### config.mk
export PLATFORM = sky130hd
export DESIGN_NAME = acr_record_regs
export DESIGN_NICKNAME = d
export VERILOG_FILES = /design/src/acr_pkg.sv /design/src/acr_ramp_if.sv /design/src/acr_gain_ramp.sv /design/src/acr_record_regs.sv
export VERILOG_INCLUDE_DIRS = /design/src
export SDC_FILE = /design/constraint.sdc
export NUM_CORES = 1
export LEC_CHECK = 0
export ABC_AREA = 1
export BUFFER_PORTS_ARGS = -buffer_cell sky130_fd_sc_hd__clkbuf_2
export CAP_MARGIN = 5
export CORE_MARGIN = 1.5
export CORE_UTILIZATION = 46
export DETAILED_ROUTE_END_ITERATION = 8
export HOLD_SLACK_MARGIN = 0.06
export PLACE_DENSITY = 0.73
export SYNTH_ARGS = -nofsm -noshare
export SYNTH_HDL_FRONTEND = slang
export SYNTH_SLANG_ARGS = --single-unit
### constraint.sdc
create_clock -name clk -period 4.7 [get_ports clk]
set_input_delay 0.94 -clock clk [delete_from_list [all_inputs] [get_ports clk]]
set_output_delay 0.94 -clock clk [all_outputs]
set_load 0.05 [all_outputs]
### src/acr_params.svh
// constants for the record-path configuration registers
// Functional notes
// - left converter input follows bits 13:12
// - right converter input follows bits 11:10
// - mic preamp gain 0/0/6/12 dB
// - master clock ratio 256/384/512/256 Fs
// - rate code 0..8 tells PLL sample rate
// - word format follows bits 1:0, MSB first
// - left gain 7Fh +20, 57h 0, 07h -40
// - left gain codes below 07h mean mute
// - gain changes always soft-stepped
// - left mute ramps down, keeps gain, resets set
// - muted input tied to common mode voltage
// - right mute bit 7 ramps likewise, resets set
`ifndef ACR_PARAMS_SVH
`define ACR_PARAMS_SVH

// register addresses
`define ACR_ADDR_W          6
`define ACR_ADDR_PATH       6'h00
`define ACR_ADDR_GAIN       6'h01
`define ACR_ADDR_STATUS     6'h04

// reset values
`define ACR_PATH_RESET      16'hc003
`define ACR_GAIN_RESET      16'hd7d7

// path control fields
`define ACR_LSEL_HI         13
`define ACR_LSEL_LO         12
`define ACR_RSEL_HI         11
`define ACR_RSEL_LO         10
`define ACR_MIC_HI          9
`define ACR_MIC_LO          8
`define ACR_MCLK_HI         7
`define ACR_MCLK_LO         6
`define ACR_RATE_HI         5
`define ACR_RATE_LO         2
`define ACR_FMT_HI          1
`define ACR_FMT_LO          0
`define ACR_RATE_MAX        4'h8

// gain control fields
`define ACR_LMUTE_BIT       15
`define ACR_LGAIN_HI        14
`define ACR_LGAIN_LO        8
`define ACR_RMUTE_BIT       7
`define ACR_RGAIN_HI        6
`define ACR_RGAIN_LO        0
`define ACR_GAIN_MIN        7'h07
`define ACR_GAIN_UNITY      7'h57
`define ACR_GAIN_MAX        7'h7f

// soft-step timing
`define ACR_CLK_PERIOD_NS   10
`define ACR_STEP_NS         20000
`define ACR_STEP_CYCLES     (`ACR_STEP_NS / `ACR_CLK_PERIOD_NS)
`define ACR_STEP_CNT_W      11

`endif

### src/acr_pkg.sv
// types for the record-path configuration registers
`default_nettype none
package acr_pkg;
	typedef enum logic [1:0] {MIC_GAIN_0DB, MIC_GAIN_6DB, MIC_GAIN_12DB} acr_mic_e;
	typedef enum logic [1:0] {MCLK_256FS, MCLK_384FS, MCLK_512FS} acr_mclk_e;
	typedef enum logic [1:0] {JUST_RIGHT, JUST_LEFT, JUST_I2S} acr_just_e;

	typedef struct packed {
		logic [6:0] applied;
		logic       hardMute;
	} acr_ramp_s;

	typedef struct packed {
		logic [15:0] pathCtl;
		logic [15:0] gainCtl;
		logic [10:0] stepCnt;
		logic        stepTick;
		logic [15:0] rdData;
		logic        rdValid;
	} acr_regs_s;
endpackage
`default_nettype wire

### src/acr_ramp_if.sv
// link between register bank and one gain soft-stepper
`timescale 1ns/1ps
`default_nettype none
interface acr_ramp_if;
	logic       stepTick;
	logic       muteBit;
	logic [6:0] gainCode;
	logic [6:0] appliedGain;
	logic       hardMute;
	logic       ramping;

	modport ctrl (output stepTick, muteBit, gainCode, input appliedGain, hardMute, ramping);
	modport ramp (input stepTick, muteBit, gainCode, output appliedGain, hardMute, ramping);
endinterface
`default_nettype wire

### src/acr_gain_ramp.sv
// soft-stepping gain stage with hard mute for one record channel
`timescale 1ns/1ps
`default_nettype none
`include "acr_params.svh"
module acr_gain_ramp
	import acr_pkg::*;
(
	// clock and reset
	input  wire logic  clk,
	input  wire logic  rst_n,
	// control from register bank
	acr_ramp_if.ramp   rif
);
	acr_ramp_s st_r;
	acr_ramp_s st_nxt;
	logic      muteReq;
	logic [6:0] goal;

	// codes below the floor also mean mute
	assign muteReq = rif.muteBit || (rif.gainCode < `ACR_GAIN_MIN);
	assign goal    = muteReq ? `ACR_GAIN_MIN : rif.gainCode;

	// one code per tick, mute only at the floor
	always_comb begin
		st_nxt = st_r;
		if (rif.stepTick) begin
			if (muteReq) begin
				if (st_r.applied > `ACR_GAIN_MIN)
					st_nxt.applied = st_r.applied - 7'h01;
				else
					st_nxt.hardMute = 1'b1;
			end else if (st_r.hardMute) begin
				st_nxt.hardMute = 1'b0; // unmute first, then climb
			end else if (st_r.applied < goal) begin
				st_nxt.applied = st_r.applied + 7'h01;
			end else if (st_r.applied > goal) begin
				st_nxt.applied = st_r.applied - 7'h01;
			end
		end
	end

	// state register
	always_ff @(posedge clk) begin
		if (!rst_n) begin
			st_r <= '{applied: `ACR_GAIN_MIN, hardMute: 1'b1};
		end else begin
			st_r <= st_nxt;
		end
	end

	assign rif.appliedGain = st_r.applied;
	assign rif.hardMute    = st_r.hardMute;
	assign rif.ramping     = (st_r.applied != goal) || (st_r.hardMute != muteReq);
endmodule // acr_gain_ramp
`default_nettype wire

### src/acr_record_regs.sv
// record-path control and gain registers with soft-stepped gain
`timescale 1ns/1ps
`default_nettype none
`include "acr_params.svh"
module acr_record_regs
	import acr_pkg::*;
(
	// clock and reset
	input  wire logic                    clk,
	input  wire logic                    rst_n,
	// register port from serial control decoder
	input  wire logic                    regWrite,
	input  wire logic                    regRead,
	input  wire logic [`ACR_ADDR_W-1:0]  regAddr,
	input  wire logic [15:0]             regWdata,
	output logic      [15:0]             regRdata,
	output logic                         regRdValid,
	// converter input routing
	output logic      [1:0]              leftInputSelect,
	output logic      [1:0]              rightInputSelect,
	output var acr_mic_e                 micPreampGain,
	// clocking and rate
	output var acr_mclk_e                mclkRatio,
	output logic      [3:0]              sampleRateCode,
	output logic                         sampleRateValid,
	// serial audio word format
	output logic                         wordLen20,
	output var acr_just_e                dacJustify,
	output var acr_just_e                adcJustify,
	// applied gain and mute per converter
	output logic      [6:0]              leftRecordGain,
	output logic                         leftTieCommonMode,
	output logic                         leftRamping,
	output logic      [6:0]              rightRecordGain,
	output logic                         rightTieCommonMode,
	output logic                         rightRamping
);
	acr_regs_s st_r;
	acr_regs_s st_nxt;
	logic [1:0] fmtCode;
	logic [15:0] statusWord;

	acr_ramp_if rampIf [2] ();

	// step interval divider and register writes
	always_comb begin
		st_nxt          = st_r;
		st_nxt.rdValid  = regRead;
		st_nxt.stepTick = 1'b0;
		if (st_r.stepCnt == `ACR_STEP_CNT_W'(`ACR_STEP_CYCLES - 1)) begin
			st_nxt.stepCnt  = '0;
			st_nxt.stepTick = 1'b1;
		end else begin
			st_nxt.stepCnt = st_r.stepCnt + `ACR_STEP_CNT_W'(1);
		end
		if (regWrite) begin
			case (regAddr)
				`ACR_ADDR_PATH: st_nxt.pathCtl = regWdata;
				`ACR_ADDR_GAIN: st_nxt.gainCtl = regWdata;
				default: ;
			endcase
		end
		if (regRead) begin
			case (regAddr)
				`ACR_ADDR_PATH:   st_nxt.rdData = st_r.pathCtl;
				`ACR_ADDR_GAIN:   st_nxt.rdData = st_r.gainCtl;
				`ACR_ADDR_STATUS: st_nxt.rdData = statusWord;
				default:          st_nxt.rdData = 16'h0000;
			endcase
		end
	end

	// state register
	always_ff @(posedge clk) begin
		if (!rst_n) begin
			st_r <= '{pathCtl: `ACR_PATH_RESET, gainCtl: `ACR_GAIN_RESET,
				stepCnt: '0, stepTick: 1'b0, rdData: 16'h0000, rdValid: 1'b0};
		end else begin
			st_r <= st_nxt;
		end
	end

	assign regRdata   = st_r.rdData;
	assign regRdValid = st_r.rdValid;

	// live state seen by software
	assign statusWord = {leftTieCommonMode, leftRecordGain, rightTieCommonMode, rightRecordGain};

	// input routing fields
	assign leftInputSelect  = st_r.pathCtl[`ACR_LSEL_HI:`ACR_LSEL_LO];
	assign rightInputSelect = st_r.pathCtl[`ACR_RSEL_HI:`ACR_RSEL_LO];

	// mic preamp decode, codes 0 and 1 both 0 dB
	always_comb begin
		case (st_r.pathCtl[`ACR_MIC_HI:`ACR_MIC_LO])
			2'h2:    micPreampGain = MIC_GAIN_6DB;
			2'h3:    micPreampGain = MIC_GAIN_12DB;
			default: micPreampGain = MIC_GAIN_0DB;
		endcase
	end

	// master clock ratio, code 3 aliases 256 Fs
	always_comb begin
		case (st_r.pathCtl[`ACR_MCLK_HI:`ACR_MCLK_LO])
			2'h1:    mclkRatio = MCLK_384FS;
			2'h2:    mclkRatio = MCLK_512FS;
			default: mclkRatio = MCLK_256FS;
		endcase
	end

	// rate code passed to the PLL, invalid codes flagged
	assign sampleRateCode  = st_r.pathCtl[`ACR_RATE_HI:`ACR_RATE_LO];
	assign sampleRateValid = (sampleRateCode <= `ACR_RATE_MAX);

	// word length and justification
	assign fmtCode = st_r.pathCtl[`ACR_FMT_HI:`ACR_FMT_LO];
	always_comb begin
		wordLen20 = (fmtCode != 2'h0);
		case (fmtCode)
			2'h0, 2'h1: begin
				dacJustify = JUST_RIGHT;
				adcJustify = JUST_LEFT;
			end
			2'h2: begin
				dacJustify = JUST_LEFT;
				adcJustify = JUST_LEFT;
			end
			default: begin
				dacJustify = JUST_I2S;
				adcJustify = JUST_I2S;
			end
		endcase
	end

	// one soft-stepper per converter
	genvar ch;
	generate
		for (ch = 0; ch < 2; ch++) begin : g_ch
			assign rampIf[ch].stepTick = st_r.stepTick;
			if (ch == 0) begin : g_left
				assign rampIf[ch].muteBit  = st_r.gainCtl[`ACR_LMUTE_BIT];
				assign rampIf[ch].gainCode = st_r.gainCtl[`ACR_LGAIN_HI:`ACR_LGAIN_LO];
			end else begin : g_right
				assign rampIf[ch].muteBit  = st_r.gainCtl[`ACR_RMUTE_BIT];
				assign rampIf[ch].gainCode = st_r.gainCtl[`ACR_RGAIN_HI:`ACR_RGAIN_LO];
			end
			acr_gain_ramp u_ramp (
				.clk   (clk),
				.rst_n (rst_n),
				.rif   (rampIf[ch])
			);
		end
	endgenerate

	assign leftRecordGain     = rampIf[0].appliedGain;
	assign leftTieCommonMode  = rampIf[0].hardMute;
	assign leftRamping        = rampIf[0].ramping;
	assign rightRecordGain    = rampIf[1].appliedGain;
	assign rightTieCommonMode = rampIf[1].hardMute;
	assign rightRamping       = rampIf[1].ramping;
endmodule // acr_record_regs
`default_nettype wire

==> metrics <==
TritonCTS clock tree yes; Fin. Hold Viols 0; Critical Path Sink Type output port; TritonRoute pass-1 iters 5; worst path cell trace nand2_1, nor2_1, nor2_1, nor2_1, nand2_1, inv_1, ha_1, nand2_1, inv_1, nand2_1, nor2_1, nand2_1, clkbuf_2; All-Layer GR Usage 21.46%; initial DRC count 279; initial antenna violation count 0; relative slew slack 37.10%; hpwl dp 8.564 mm; critical path arrival 2.54 ns; Antenna Nets Post-Route 0; Fill cells 1,013; status finished clean; syn nets 744; Critical Path Start Type flop; Post-Syn Instances 699; Critical Path Max Stage Delay 0.50 ns; Post CTS Setup Buffer Count 0; Placed Cells 863; minimum clock period 3.476 ns; share of the synthesized area in the top cell type 32.93%; layout cell share with drive strength beyond 1 17.29%; Cell Count, Final, Fillers Out 879; Die Ht 103.9 um; Core ar. 9819 sq um; Design Area, Final 5119 sq um; Yosys reg bits 77; ant diodes 0; placed cell areas 4936 sq um; cts bufs inserted 9; gp weighted congestion 0.9007; DR WL/cell 12.81 um; critical path class reg -> out; Nets 786; hold_ws 0.4534 ns; Setup TNS 0 ns; dominant cell type by area after synthesis dfxtp_1; Worst Hold Class reg -> reg; # H-tree levels 3; Final Cycle Share 73.95%; Worst-path clk slew 0.08 ns; final WL 11.26 mm; post-synthesis cell area 4681 sq um; CP Data Required Time 3.76 ns; grt ovf 0; most frequent cells in the layout 203 x nand2_1, 78 x clkbuf_2, 77 x inv_1, 77 x dfxtp_1, 66 x nor2_1; Syn Area/Cell 6.696 sq um; register area share after synthesis 32.93%; Achievable Freq 287.7 MHz; most common cell after layout, fill and taps aside nand2_1; yosys synthesis warning count 0; clock sink total 77; input/output buffers 78; Final setup viols 0; vias in the first global route 4,119; first-pass GRT wire length 19.11 mm; Initial Utilization 47.67%; Worst VDD drop 0.1113 mV; Max-Cap Viols 0; Lkg Pwr 2.556 nW; CTS Root Cell clkbuf_8; Max FO, Critical Path 11; Post-CTS Resized 0; die area 10,790 sq um; worst skew pair latency 0.37 ns; clk buf depth 2; library cells used by synthesis 33; CTS Hold Bufs 0; Pins Over Slew Limit 0; Row Count 36; Slew @ Worst Pin 0.9424 ns; DR vias/cell 5.078; Worst Clk Skew 0.009708 ns; Critical-path top delay cell nor2_1; dominant cells by area after synthesis dfxtp_1 33%, nand2_1 16%, inv_1 6.2%; Die Width 103.9 um; drt drc 0; overall via count from detail_route 4,464; CP most frequent cell nand2_1; pin count of the biggest net entering global routing 40; # IOs 79; area added between synthesis and finish 9.356%; RSZ-0062 raised after global routing no; PwrDens 235.9 nW/um^2
-- routing by layer --
metal | vias to the layer above | part of all wire [%] | wire length, um | GRT usage (%)
met5 | - | 0 | 0 | 0
met4 | 0 | 2.0 | 229 | 9.226
met3 | 19 | 6.4 | 723 | 4.261
met2 | 143 | 44 | 4986 | 34.25
met1 | 1998 | 47 | 5324 | 28.20
li1 | 2304 | - | - | -
-- cell families after synthesis --
group,count (synthesis),synth area share (%)
compound gates,103,12.62
xor+xnor,16,2.994
fa+ha+maj,19,5.079
buf+inv,129,13.02
flops,77,32.93
simple gates,355,33.36
-- cell usage after synthesis, drive strengths merged --
library cell,count
dfxtp,77
o21ai,32
o221ai,15
o31ai,1
inv,82
xor2,16
nor2,75
nand3,45
nand4,11
o21a,2
a21oi,51
o22ai,1
clkbuf,7
or2,3
a211oi,1
nor3,7
nand2,214
ha,19
buf,40
-- power breakdown --
part,internal [W],total [W],switching (W)
Sequential,0.000657,0.000661,0.00000374
Clock,0.000198,0.000476,0.000278
Combinational,0.0000206,0.0000705,0.0000499
Total,0.000876,0.00121,0.000331
-- state kept, by name, summed over array words and instances, names as in the netlist, 2 cells and up --
register	flops
g_ch.u_ramp.rif.appliedGain	14
rightInputSelect	2
fmtCode	2
sampleRateCode	4
rampIf.muteBit	2
g_ch.u_ramp.rif.hardMute	2
rampIf.gainCode	14
leftInputSelect	2
st_r	17
regRdata	16
-- worst max-delay path, delay by kind of cell (launching register included) --
kind	cells	cell delay (ns)
AND/OR/NAND/NOR	9	1.08
buffers and inverters	3	0.42
flip-flops	1	0.42
adder cells (fa/ha/maj)	1	0.25
-- path summary, 6_finish.rpt --
kind	from	end	slack, ns	cells past startpoint
setup / recovery	rampIf[0].gainCode[1]	leftRamping	1.22	13
hold / removal	st_r[18]	st_r[18]	0.45	1
setup reg to reg	rampIf[0].gainCode[1]	g_ch[0].u_ramp.rif.appliedGain[3]	1.96	16
hold reg to reg	st_r[18]	st_r[18]	0.45	1
-- per-stage QoR --
step | power, W | util (%) | worst slack [ns]
floorplan | 0.0007245 | - | 2.082
detailed placement | 0.0007468 | 50.27 | 1.650
CTS | 0.001218 | 52.13 | 1.225
global placement | 0.0007456 | 50.27 | 1.722
finish | 0.001208 | 52.13 | 1.224
global route | 0.001250 | 52.13 | 0.9603
-- layout make-up --
type	count	area, sq um	share of cell area [%]
Clock buffer	9	123.9	2.420
Tap cell	133	166.4	3.251
Sequential cell	77	1541	30.11
Multi-Input combinational cell	493	2530	49.43
Timing Repair Buffer	78	390.4	7.626
Inverter	82	307.8	6.013
Clock inverter	7	58.81	1.149
No activity file was read; power rests on OpenSTA's default activity.
